$ cat src/design/adcc_params.svh
// offsets, field positions, reset values and timing counts of the converter control block
// assumes: included by the design files by bare name, 32-bit apb data, byte addresses
`ifndef ADCC_PARAMS_SVH
`define ADCC_PARAMS_SVH
`define ADCC_OFF_MAIN 8'h00
`define ADCC_OFF_PORT 8'h04
`define ADCC_OFF_TIMING 8'h08
`define ADCC_OFF_RES_HI 8'h0C
`define ADCC_OFF_RES_LO 8'h10
`define ADCC_OFF_FLAG 8'h14
`define ADCC_ON_BIT 0
`define ADCC_GO_BIT 1
`define ADCC_CHAN_LSB 2
`define ADCC_NREF_BIT 5
`define ADCC_PREF_BIT 4
`define ADCC_ALIGN_BIT 7
`define ADCC_ACQ_LSB 3
`define ADCC_FLAG_BIT 0
`define ADCC_PCFG_FUSE_SET 4'h0
`define ADCC_PCFG_FUSE_CLR 4'h7
`define ADCC_INSTR_CYCLES 4
`endif

$ cat src/design/adcc_pkg.sv
// types shared by the converter control modules
// assumes: compiled before every other design file
package adcc_pkg;
   typedef enum logic [1:0] {ST_IDLE, ST_RC_DLY, ST_ACQ, ST_CONV} adcc_state_e;
   typedef logic [9:0] adcc_result_t;
endpackage

$ cat src/design/adcc_sar_if.sv
// link between the sequencer and the successive-approximation engine
// assumes: both ends run on pclk
`timescale 1ns/1ns
interface adcc_sar_if;
   logic tad;
   logic start;
   logic abort;
   logic cmp_above;
   logic done;
   logic [9:0] dac_code;
   logic [9:0] result;
   modport ctl (output tad, start, abort, cmp_above, input dac_code, done, result);
   modport sar (input tad, start, abort, cmp_above, output dac_code, done, result);
endinterface

$ cat src/design/adcc_tad_gen.sv
// conversion bit period generator: system clock divider or internal rc tick
// assumes: rc_tick is a one-cycle pulse synchronous to pclk
`timescale 1ns/1ns
module adcc_tad_gen
   import adcc_pkg::*;
(
   input wire logic pclk,
   input wire logic presetn,
   input wire logic enable,
   input wire logic [2:0] clk_sel,
   input wire logic rc_tick,
   output logic tad
);
   logic [6:0] count;
   logic [6:0] div;
   logic use_rc;

   function automatic logic [6:0] div_of(input logic [2:0] sel);
      case (sel)
         3'h0: div_of = 7'h02;
         3'h1: div_of = 7'h08;
         3'h2: div_of = 7'h20;
         3'h4: div_of = 7'h04;
         3'h5: div_of = 7'h10;
         3'h6: div_of = 7'h40;
         default: div_of = 7'h00;
      endcase
   endfunction

   assign div = div_of(clk_sel);
   assign use_rc = (clk_sel[1:0] == 2'h3);

   always_ff @(posedge pclk or negedge presetn) begin
      if (!presetn) begin
         count <= 7'h00;
      end else if (!enable || use_rc || count == div - 7'h01) begin
         count <= 7'h00;
      end else begin
         count <= count + 7'h01;
      end
   end

   assign tad = enable && (use_rc ? rc_tick : (count == div - 7'h01));

   a_tad_div_four: assert property (
      @(posedge pclk) disable iff (!presetn || !enable || clk_sel != 3'h4)
      tad |=> !tad [*3] ##1 tad)
      else $error("divide-by-4 bit period wrong");
endmodule

$ cat src/design/adcc_sar.sv
// successive-approximation engine: one result bit per conversion bit period
// assumes: cmp_above is high while the input is at or above the dac code
`timescale 1ns/1ns
module adcc_sar
   import adcc_pkg::*;
(
   input wire logic pclk,
   input wire logic presetn,
   adcc_sar_if.sar conv
);
   adcc_result_t trial;
   logic [3:0] bit_idx;
   logic active;
   adcc_result_t kept;

   function automatic adcc_result_t one_hot(input logic [3:0] i);
      one_hot = 10'h001 << i;
   endfunction

   assign kept = conv.cmp_above ? trial : (trial & ~one_hot(bit_idx));
   assign conv.dac_code = trial;

   always_ff @(posedge pclk or negedge presetn) begin
      if (!presetn) begin
         active <= 1'b0;
         trial <= 10'h000;
         bit_idx <= 4'h0;
      end else if (conv.abort) begin
         active <= 1'b0;
      end else if (conv.start) begin
         active <= 1'b1;
         trial <= 10'h200;
         bit_idx <= 4'h9;
      end else if (active && conv.tad) begin
         if (bit_idx == 4'h0) begin
            active <= 1'b0;
            trial <= kept;
         end else begin
            trial <= kept | one_hot(bit_idx - 4'h1);
            bit_idx <= bit_idx - 4'h1;
         end
      end
   end

   always_ff @(posedge pclk or negedge presetn) begin
      if (!presetn) begin
         conv.done <= 1'b0;
         conv.result <= 10'h000;
      end else begin
         conv.done <= !conv.abort && active && conv.tad && bit_idx == 4'h0;
         if (!conv.abort && active && conv.tad && bit_idx == 4'h0) begin
            conv.result <= kept;
         end
      end
   end
endmodule

$ cat src/design/adcc_ctrl.sv
// converter control top: apb registers, acquisition and conversion sequencer
// assumes: apb master on pclk, analog comparator and dac outside this block
//
// Our own choices: the placing of the registers and the APB slave port.
`timescale 1ns/1ns
`include "adcc_params.svh"

module adcc_ctrl
   import adcc_pkg::*;
(
   input wire logic pclk,
   input wire logic presetn,
   input wire logic psel,
   input wire logic penable,
   input wire logic pwrite,
   input wire logic [7:0] paddr,
   input wire logic [31:0] pwdata,
   output logic [31:0] prdata,
   output logic pready,
   output logic pslverr,
   input wire logic portb_analog_default_fuse,
   input wire logic rc_tick,
   input wire logic cmp_above,
   output logic [9:0] dac_code,
   output logic converter_enable,
   output logic sampling,
   output logic [3:0] channel_select,
   output logic neg_ref_select,
   output logic pos_ref_select,
   output logic [12:0] analog_pin_mask,
   output logic conv_complete_flag
);
   adcc_sar_if conv ();
   adcc_state_e state;
   logic converter_on;
   logic [3:0] pin_analog_config;
   logic result_align;
   logic [2:0] acq_time_select;
   logic [2:0] conv_clock_select;
   logic [7:0] result_high;
   logic [7:0] result_low;
   logic por_loaded;
   logic [4:0] acq_cnt;
   logic [2:0] dly_cnt;
   logic wr;
   logic rd_setup;
   logic go_req;
   logic busy;
   logic rc_sel;

   function automatic logic [4:0] acq_periods(input logic [2:0] code);
      case (code)
         3'h7: acq_periods = 5'h14;
         3'h6: acq_periods = 5'h10;
         3'h5: acq_periods = 5'h0C;
         3'h4: acq_periods = 5'h08;
         3'h3: acq_periods = 5'h06;
         3'h2: acq_periods = 5'h04;
         3'h1: acq_periods = 5'h02;
         default: acq_periods = 5'h00;
      endcase
   endfunction

   function automatic logic [12:0] pin_mask(input logic [3:0] code);
      logic [3:0] digital;
      digital = (code <= 4'h2) ? 4'h0 : code - 4'h2;
      pin_mask = 13'h1FFF >> digital;
   endfunction

   function automatic logic mapped(input logic [7:0] a);
      mapped = (a == `ADCC_OFF_MAIN) || (a == `ADCC_OFF_PORT) || (a == `ADCC_OFF_TIMING)
         || (a == `ADCC_OFF_RES_HI) || (a == `ADCC_OFF_RES_LO) || (a == `ADCC_OFF_FLAG);
   endfunction

   // apb handshake: zero wait states
   assign pready = 1'b1;
   assign pslverr = psel && penable && !mapped(paddr);
   assign wr = psel && penable && pwrite && mapped(paddr);
   assign rd_setup = psel && !penable && !pwrite;
   // go only starts once the converter is already on
   assign go_req = wr && paddr == `ADCC_OFF_MAIN && pwdata[`ADCC_GO_BIT]
      && pwdata[`ADCC_ON_BIT] && converter_on && state == ST_IDLE;
   assign busy = (state != ST_IDLE);
   assign rc_sel = (conv_clock_select[1:0] == 2'h3);

   // main control register
   always_ff @(posedge pclk or negedge presetn) begin
      if (!presetn) begin
         converter_on <= 1'b0;
         channel_select <= 4'h0;
      end else if (wr && paddr == `ADCC_OFF_MAIN) begin
         converter_on <= pwdata[`ADCC_ON_BIT];
         channel_select <= pwdata[`ADCC_CHAN_LSB +: 4];
      end
   end

   // port configuration; pin field taken from the fuse once after reset
   always_ff @(posedge pclk or negedge presetn) begin
      if (!presetn) begin
         por_loaded <= 1'b0;
         neg_ref_select <= 1'b0;
         pos_ref_select <= 1'b0;
         pin_analog_config <= `ADCC_PCFG_FUSE_SET;
      end else if (!por_loaded) begin
         por_loaded <= 1'b1;
         pin_analog_config <= portb_analog_default_fuse ? `ADCC_PCFG_FUSE_SET
            : `ADCC_PCFG_FUSE_CLR;
      end else if (wr && paddr == `ADCC_OFF_PORT) begin
         neg_ref_select <= pwdata[`ADCC_NREF_BIT];
         pos_ref_select <= pwdata[`ADCC_PREF_BIT];
         pin_analog_config <= pwdata[3:0];
      end
   end

   assign analog_pin_mask = pin_mask(pin_analog_config);

   // timing configuration
   always_ff @(posedge pclk or negedge presetn) begin
      if (!presetn) begin
         result_align <= 1'b0;
         acq_time_select <= 3'h0;
         conv_clock_select <= 3'h0;
      end else if (wr && paddr == `ADCC_OFF_TIMING) begin
         result_align <= pwdata[`ADCC_ALIGN_BIT];
         acq_time_select <= pwdata[`ADCC_ACQ_LSB +: 3];
         conv_clock_select <= pwdata[2:0];
      end
   end

   // sequencer
   always_ff @(posedge pclk or negedge presetn) begin
      if (!presetn) begin
         state <= ST_IDLE;
         acq_cnt <= 5'h00;
         dly_cnt <= 3'h0;
      end else if (!converter_on) begin
         state <= ST_IDLE;
      end else begin
         unique case (state)
            ST_IDLE: begin
               if (go_req) begin
                  state <= rc_sel ? ST_RC_DLY : ST_ACQ;
                  acq_cnt <= acq_periods(acq_time_select);
                  dly_cnt <= 3'(`ADCC_INSTR_CYCLES - 1);
               end
            end
            ST_RC_DLY: begin
               if (dly_cnt == 3'h0) begin
                  state <= ST_ACQ;
               end else begin
                  dly_cnt <= dly_cnt - 3'h1;
               end
            end
            ST_ACQ: begin
               if (acq_cnt == 5'h00) begin
                  state <= ST_CONV;
               end else if (conv.tad) begin
                  acq_cnt <= acq_cnt - 5'h01;
               end
            end
            ST_CONV: begin
               if (conv.done) begin
                  state <= ST_IDLE;
               end
            end
         endcase
      end
   end

   assign converter_enable = converter_on;
   assign sampling = converter_on && (state == ST_RC_DLY || state == ST_ACQ);
   assign conv.start = (state == ST_ACQ) && (acq_cnt == 5'h00) && converter_on;
   assign conv.abort = !converter_on;
   assign conv.cmp_above = cmp_above;
   assign dac_code = conv.dac_code;

   adcc_tad_gen u_tad (
      .pclk(pclk),
      .presetn(presetn),
      .enable(converter_on && (state == ST_ACQ || state == ST_CONV)),
      .clk_sel(conv_clock_select),
      .rc_tick(rc_tick),
      .tad(conv.tad)
   );

   adcc_sar u_sar (
      .pclk(pclk),
      .presetn(presetn),
      .conv(conv.sar)
   );

   // result registers, justified at load time
   always_ff @(posedge pclk or negedge presetn) begin
      if (!presetn) begin
         result_high <= 8'h00;
         result_low <= 8'h00;
      end else if (conv.done && converter_on) begin
         if (result_align) begin
            result_high <= {6'h00, conv.result[9:8]};
            result_low <= conv.result[7:0];
         end else begin
            result_high <= conv.result[9:2];
            result_low <= {conv.result[1:0], 6'h00};
         end
      end
   end

   // completion flag: write 1 clears, a new completion wins
   always_ff @(posedge pclk or negedge presetn) begin
      if (!presetn) begin
         conv_complete_flag <= 1'b0;
      end else if (conv.done && converter_on) begin
         conv_complete_flag <= 1'b1;
      end else if (wr && paddr == `ADCC_OFF_FLAG && pwdata[`ADCC_FLAG_BIT]) begin
         conv_complete_flag <= 1'b0;
      end
   end

   // read data captured in the setup phase
   always_ff @(posedge pclk or negedge presetn) begin
      if (!presetn) begin
         prdata <= 32'h0000_0000;
      end else if (rd_setup) begin
         prdata <= 32'h0000_0000;
         case (paddr)
            `ADCC_OFF_MAIN: prdata[5:0] <= {channel_select, busy, converter_on};
            `ADCC_OFF_PORT: prdata[5:0] <= {neg_ref_select, pos_ref_select,
               pin_analog_config};
            `ADCC_OFF_TIMING: prdata[7:0] <= {result_align, 1'b0, acq_time_select,
               conv_clock_select};
            `ADCC_OFF_RES_HI: prdata[7:0] <= result_high;
            `ADCC_OFF_RES_LO: prdata[7:0] <= result_low;
            `ADCC_OFF_FLAG: prdata[0] <= conv_complete_flag;
            default: prdata <= 32'h0000_0000;
         endcase
      end
   end

   a_off_forces_idle: assert property (
      @(posedge pclk) disable iff (!presetn)
      !converter_on |=> state == ST_IDLE && !conv.start)
      else $error("converter off but sequencer active");

   a_neg_ref_write: assert property (
      @(posedge pclk) disable iff (!presetn)
      (wr && paddr == `ADCC_OFF_PORT && por_loaded) |=> neg_ref_select == $past(pwdata[5]))
      else $error("negative reference select not taken");

   a_pos_ref_write: assert property (
      @(posedge pclk) disable iff (!presetn)
      (wr && paddr == `ADCC_OFF_PORT && por_loaded) |=> pos_ref_select == $past(pwdata[4]))
      else $error("positive reference select not taken");

   a_pin_map_ends: assert property (
      @(posedge pclk) disable iff (!presetn)
      (pin_analog_config <= 4'h2 |-> analog_pin_mask == 13'h1FFF)
      and (pin_analog_config == 4'h3 |-> analog_pin_mask == 13'h0FFF)
      and (pin_analog_config == 4'hF |-> analog_pin_mask == 13'h0000))
      else $error("pin analog map wrong");

   a_por_fuse_load: assert property (
      @(posedge pclk) disable iff (!presetn)
      !por_loaded |=> pin_analog_config == ($past(portb_analog_default_fuse) ? 4'h0 : 4'h7))
      else $error("power-on pin field not loaded from fuse");

   a_unimpl_read_zero: assert property (
      @(posedge pclk) disable iff (!presetn)
      (rd_setup && paddr == `ADCC_OFF_TIMING) |=> prdata[6] == 1'b0 && prdata[31:8] == 24'h0)
      else $error("unimplemented bit reads nonzero");

   a_right_align: assert property (
      @(posedge pclk) disable iff (!presetn)
      (conv.done && converter_on && result_align) |=> result_high[7:2] == 6'h00
         && result_low == $past(conv.result[7:0]))
      else $error("right-justified result wrong");

   a_acq_load: assert property (
      @(posedge pclk) disable iff (!presetn)
      (go_req && !rc_sel && acq_time_select == 3'h7) |=> state == ST_ACQ && acq_cnt == 5'h14)
      else $error("acquisition length not loaded");

   a_rc_delay: assert property (
      @(posedge pclk) disable iff (!presetn || !converter_on)
      (go_req && rc_sel) |=> (state == ST_RC_DLY) [*4] ##1 state == ST_ACQ)
      else $error("rc start delay not one instruction cycle");

   a_go_reads_busy: assert property (
      @(posedge pclk) disable iff (!presetn)
      (rd_setup && paddr == `ADCC_OFF_MAIN) |=> prdata[1] == $past(busy))
      else $error("go bit does not show busy");

   a_done_effects: assert property (
      @(posedge pclk) disable iff (!presetn)
      (conv.done && converter_on) |=> conv_complete_flag && state == ST_IDLE)
      else $error("completion did not set flag and clear go");

   a_auto_convert: assert property (
      @(posedge pclk) disable iff (!presetn || !converter_on)
      (state == ST_ACQ && acq_cnt == 5'h00) |-> conv.start ##1 state == ST_CONV)
      else $error("conversion did not start after acquisition");

   a_channel_write: assert property (
      @(posedge pclk) disable iff (!presetn)
      (wr && paddr == `ADCC_OFF_MAIN) |=> channel_select == $past(pwdata[5:2]))
      else $error("channel select not taken");
endmodule

$ cat config.mk
export PLATFORM = sky130hd
export DESIGN_NAME = adcc_ctrl
export DESIGN_NICKNAME = d
export VERILOG_FILES = /design/src/design/adcc_pkg.sv /design/src/design/adcc_sar_if.sv /design/src/design/adcc_tad_gen.sv /design/src/design/adcc_sar.sv /design/src/design/adcc_ctrl.sv
export VERILOG_INCLUDE_DIRS = /design/src /design/src/design
export SDC_FILE = /design/constraint.sdc
export NUM_CORES = 1
export LEC_CHECK = 0
export BUFFER_PORTS_ARGS = -buffer_cell sky130_fd_sc_hd__clkbuf_2
export CORE_ASPECT_RATIO = 0.5
export CORE_MARGIN = 1.5
export CORE_UTILIZATION = 50
export DETAILED_ROUTE_END_ITERATION = 10
export GPL_TIMING_DRIVEN = 1
export PLACE_DENSITY = 0.73
export SYNTH_ARGS = -nofsm -noshare
export SYNTH_HDL_FRONTEND = slang
export SYNTH_HIERARCHICAL = 1
export SYNTH_SLANG_ARGS = --single-unit
$ cat constraint.sdc
create_clock -name pclk -period 3.79 [get_ports pclk]
set_clock_uncertainty 0.2 [all_clocks]
set_input_delay 0.1895 -clock pclk [delete_from_list [all_inputs] [get_ports pclk]]
set_output_delay 0.1895 -clock pclk [all_outputs]
set_load 0.005 [all_outputs]
# Yosys cells after proc, flatten, opt, wreduce, memory -nomap -nowiden
# Cells that the tools add are included.
[totals]
regBits = 87
input_bits = 48
out_inout_bits = 66
word_cells = 165
[classes]
n_addsub = 6
n_lt_le_gt_ge = 1
n_eq_ne = 34
n_shift = 3
n_mux = 40
n_bitwise = 3
reduce_logical = 56
[op_table]
columns = ["operator", "count"]
rows = [
  ["$pmux 7 s6", 1],
  ["$mux 10", 4],
  ["$pmux 5 s7", 1],
  ["$logic_and 1x1->1", 25],
  ["$pmux 5 s5", 1],
  ["$mux 4", 6],
  ["$eq 3x3->1 const B", 7],
  ["$shl 1x4->10 const A", 2],
  ["$eq 8x4->1 const B", 2],
  ["$eq 8x5->1 const B", 2],
  ["$mux 8", 2],
  ["$mux 5", 3],
  ["$shr 13x4->13 const A", 1],
  ["$mux 2", 6],
  ["$ne 3x2->1 const B", 4],
  ["$and 10x10->10", 1],
  ["$not 10->10", 1],
  ["$or 10x10->10", 1],
  ["$pmux 5 s2", 1],
  ["$reduce_bool 2->1", 5],
  ["$eq 3x2->1 const B", 3],
  ["$logic_or 1x1->1", 9],
  ["$mux 3", 3],
  ["$eq 8x3->1 const B", 1],
  ["30 further kinds", 51],
]

# Depth between registers and ports, before layout
[logic_depth]
ltp_word = 15
mapped_depth = 14
ltp_nobuf = 11

# Hierarchy
# Netlist, hierarchy kept.
[by_module_without_submodules]
columns = ["mod", "n_inst", "cells_each", "area_per_inst_um2", "seq_area_each_um2"]
rows = [
  ["adcc_ctrl", 1, 366, 3422.0, 1351.3],
  ["adcc_sar", 1, 146, 1370.1, 650.6],
  ["adcc_tad_gen", 1, 50, 486.7, 175.2],
]

# Worst setup path after synthesis
# Ideal clock, no wire load.
[synth_timing]
path_kind = "register to register"
start = "register conv_clock_select[1]"
end = "register u_sar.bit_idx[0]"
setup_ns = 0.125
t_arrival_ns = 3.718
t_required_ns = 3.465
slack_ns = -0.253
path_stages_with_launch = 13
n_path_buf = 2
synth_period_minus_slack_ns = 4.043
path_cell_list = "dfrtp_1 buf_2 or3_2 ha_1 o211a_1 or4_4 a2111oi_4 a31o_1 a21oi_1 or2_0 clkbuf_1 or3_1 mux2_2"
[synth_via]
elab_chain_cells = 9
word_cells_on_any_way = 15
classes_between = "add/sub: 1; eq/ne: 7; mux: 2; reduce/logical: 5"
[synth_lines]
columns = ["element", "line_no", "rtl"]
rows = [
  ["start: declaration", "adcc_ctrl.sv:39", "logic [2:0] conv_clock_select;"],
  ["start signal: assignment", "adcc_ctrl.sv:126", "conv_clock_select <= pwdata[2:0];"],
  ["$eq 3x3->1, or another cell as far along", "adcc_tad_gen.sv:19", "case (sel)"],
  ["$pmux 7 s6", "adcc_tad_gen.sv:19", ""],
  ["$sub 7x1->7", "adcc_tad_gen.sv:43", "assign tad = enable && (use_rc ? rc_tick : (count == div - 7'h01));"],
  ["$eq 7x7->1", "adcc_tad_gen.sv:43", ""],
  ["$mux 1 *", "adcc_tad_gen.sv:43", ""],
  ["$logic_and 1x1->1 *", "adcc_tad_gen.sv:43", ""],
  ["named net conv.tad", "adcc_sar_if.sv:5", "logic tad;"],
  ["$logic_and 1x1->1 *", "adcc_sar.sv:34", "end else if (active && conv.tad) begin"],
  ["$reduce_bool 2->1 (no source line) *", "-", ""],
  ["$reduce_and 3->1 (no source line) *", "-", ""],
  ["end signal: assignment", "adcc_sar.sv:40", "bit_idx <= bit_idx - 4'h1;"],
  ["end: declaration", "adcc_sar.sv:12", "logic [3:0] bit_idx;"],
]
# Mark *: on every way through the listed nets, which the timed path passes. The rest lies on a longest branch.
# A chain may end at the register's enable or synchronous reset.

# Final worst setup path
[layout_timing]
start = "register conv_clock_select[2]"
end = "register acq_cnt[1]"
[layout_via]
elab_chain_cells = 8
word_cells_on_any_way = 13
classes_between = "add/sub: 1; eq/ne: 7; mux: 2; reduce/logical: 3"
[layout_lines]
columns = ["element", "line_no", "rtl"]
rows = [
  ["$eq 3x3->1, or another cell as far along", "adcc_tad_gen.sv:19", ""],
  ["$pmux 7 s6 *", "adcc_tad_gen.sv:19", ""],
  ["$sub 7x1->7 *", "adcc_tad_gen.sv:43", ""],
  ["$eq 7x7->1 *", "adcc_tad_gen.sv:43", ""],
  ["$mux 1 *", "adcc_tad_gen.sv:43", ""],
  ["$logic_and 1x1->1 *", "adcc_tad_gen.sv:43", ""],
  ["named net conv.tad", "adcc_sar_if.sv:5", ""],
  ["$ne 2x1->1 (no source line) *", "-", ""],
  ["$reduce_and 5->1 (no source line) *", "-", ""],
  ["end signal: assignment", "adcc_ctrl.sv:143", "acq_cnt <= acq_periods(acq_time_select);"],
  ["end signal: assignment", "adcc_ctrl.sv:158", "acq_cnt <= acq_cnt - 5'h01;"],
  ["end: declaration", "adcc_ctrl.sv:43", "logic [4:0] acq_cnt;"],
]
# Marks and branches as above.

==> out/metrics.cfg <==
[status]
outcome = complete, no violations

[place]
post-place-cells = 746
dpl_cell_area_um2 = 5640
port_buffers = 63
gp_congestion = 0.887
hpwl_mm = 9.10

[critical_path]
crit_required_ps = 3810
worstPathArrival_ps = 3610
cpMaxStageDelayCell = or4_4
cp_max_fo = 5
path_buf_inv = 1
startpoint_type = flip-flop
critPathTopFamily = simple AND/OR/NAND/NOR gates
endpoint_kind = flip-flop
cpPeakStageDelay_ps = 530
worstSetupPathType = flip-flop to flip-flop
crit_chain = or3_4, ha_4, o211a_1, or4_4, a2111oi_4, a31o_1, buf_4, and2_1, nand2_1, a22oi_1, mux2_1

[grt]
grt_pass1_vias = 3977
grt-ovfl-total = 0
grt_max_degree = 62
grt_pass1_wl_mm = 20.3
grt_usage_pct = 23.7
antenna_found_initial = 0

[detailed_routing]
drc_errors = 0
routedWlPerCell_um = 16.5
ant_nets = 0
wl_mm = 12.7
vias = 4445
avgViaCountPerCell = 5.78
firstDrtPassIters = 5
drt_iter0_markers = 243

[synth]
yosys-top-cells-count = 87 x dfrtp_1, 74 x nand2_1, 42 x o21ai_0
synth_cell_types = 73
synth_area_leaders = dfrtp_1 41%, nand2_1 5.3%, buf_4 4.0%
yosysMostFrequentCell = dfrtp_1
ys_ff_latch = 87
synth_top_cell_area_share_pct = 41.2
yosysSeqAreaShare_pct = 41.2
ys_warn_count = 6
syn_inst = 562
netlist_area_um2 = 5280
synth_enable_flop_cells = 0
async_reset_ff_share_pct = 100
avgSynthCellArea_um2 = 9.39
ys.flop_type = dfrtp_1
synth.largest_area_cell = dfrtp_1

[final_layout]
multi_input_area_um2 = 2790
final_nets = 689
layout-drive-gt1-share_pct = 19.1
finish.cell_count_without_fillers = 769
fillCellCount = 921
area_growth_syn_to_layout_pct = 13.2
diodes = 0
final_area_um2 = 5980
seq_area_um2 = 2180

[cts]
clockBufferDepth = 2
root_buffer = clkbuf_16
clk_pin_slew_worst_paths_ps = 60
cts_tree = yes
clock-sinks = 87
h-tree-depth = 3
clock_latency_ps = 340
numCtsBuffers = 9

[floorplanning]
start_util_pct = 51.5
core-area_um2 = 10200
die_area_um2 = 11200
fp-row-count = 26
dieHeight_um = 75.7
die_x_um = 148
ios = 114

[sta]
drv_slew = 0
post-route-period-util_pct = 94.7
setup_violations = 0
grt_setup_unrepaired = no
max_slew.worst_pin.slew_ps = 915
fmax_mhz = 279
slew_headroom_pct = 38.8
hold-worst-slack_ps = 33.3
hold_viol = 0
tns_ps = 0
min_period_ps = 3590

[run]
maxCapViolCount = 0

[power]
ir_drop_uv = 238
p_per_area_nw_per_um2 = 319
leakage_uw = 0.00276

[min_path]
hold_path_class = input pin to flip-flop

area by class of cell:
| cell class | instances | share of cell area [%] |
|---|---|---|
| clock buffer | 14 | 4.25 |
| multi-input combinational | 419 | 46.7 |
| timing repair buffer | 81 | 7.91 |
| inverter | 27 | 1.70 |
| tap | 140 | 2.93 |
| clock inverter | 1 | 0.0838 |
| sequential | 87 | 36.4 |
routing by layer:
layer | wire [um] | up-vias | global-route usage (%) | part of all wire (%)
met1 | 6050 | 2172 | 33.1 | 48
met3 | 945 | 9 | 6.29 | 7.4
met2 | 5610 | 175 | 37.9 | 44
met4 | 108 | 0 | 4.95 | 0.85
li1 | - | 2089 | - | -
met5 | 0 | - | 0 | 0
cell families (layout without fill, tap and decap cells):
kind of cell | Yosys count | after routing | share of synthesized area (%)
simple gates | 192 | 192 | 19.2
xor+xnor | 10 | 10 | 1.66
flops | 87 | 87 | 41.2
mux | 39 | 39 | 8.22
fa+ha+maj | 16 | 16 | 3.79
other cells | 2 | 26 | 0.142
buf+inv | 80 | 123 | 7.92
compound gates | 136 | 136 | 17.9
power breakdown:
group,leakage [uW],total (uW),internal (uW),switching [uW]
registers,0.00112,947,935,11.9
clock network,0.000127,797,458,339
logic,0.00151,162,63.2,98.8
final timing paths:
| check | from | end | slack [ps] | cells after the start |
|---|---|---|---|---|
| worst min register to register | prdata[4] | prdata[4] | 280 | 2 |
| worst max-delay path | conv_clock_select[2] | acq_cnt[1] | 200 | 11 |
| max in group asynchronous | presetn | pin_analog_config[2] | 2220 | 3 |
| worst max register to register | conv_clock_select[2] | acq_cnt[1] | 200 | 11 |
| min in group asynchronous | presetn | u_sar/conv.dac_code[8] | 270 | 2 |
| worst min-delay path | portb_analog_default_fuse | pin_analog_config[2] | 30 | 3 |
timing repair:
action	4_1_cts	5_1_grt
buffers inserted	0	0
gates resized for setup	0	0
setup endpoints to repair	0	0
endpoints found under the hold margin	76	0
hold buffers	8	0
per-stage QoR:
| step | total power, uW | setup slack [ps] | utilization [%] |
|---|---|---|---|
| finish | 1910 | 200 | 58.3 |
| global route | 2000 | 11.5 | 58.3 |
| CTS | 1930 | 214 | 58.3 |
| detailed placement | 1120 | 224 | 55.0 |
| global placement | 1120 | 312 | 55.0 |
| floorplan | 1060 | 9.64 | - |
tightest hold or removal path, stage by stage:
cell,delay [ps]
clkbuf_2,80
nor2b_1,150
a21oi_1,110
state kept, by name, indices dropped and copies added, names as in the netlist, 5 cells and up:
signal / flops
u_sar/conv.dac_code: 10
u_sar/conv.result: 10
prdata: 8
result_high: 8
result_low: 8
u_tad/count: 7
acq_cnt: 5
layout by cell type (no fill, tap or decap), types with 8 or more instances in the layout:
cell,n
dfrtp_1,87
nand2_1,74
clkbuf_2,62
o21ai_0,42
inv_1,27
conb_1,26
nor2_1,22
nand3_1,20
mux2_2,17
nand2b_1,15
a21oi_1,15
ha_1,15
nor3_1,14
mux2i_1,13
a22oi_1,13
buf_4,11
clkbuf_16,9
mux2_1,8
dlygate4sd3_1,8
(Power assumes the default switching activity.)
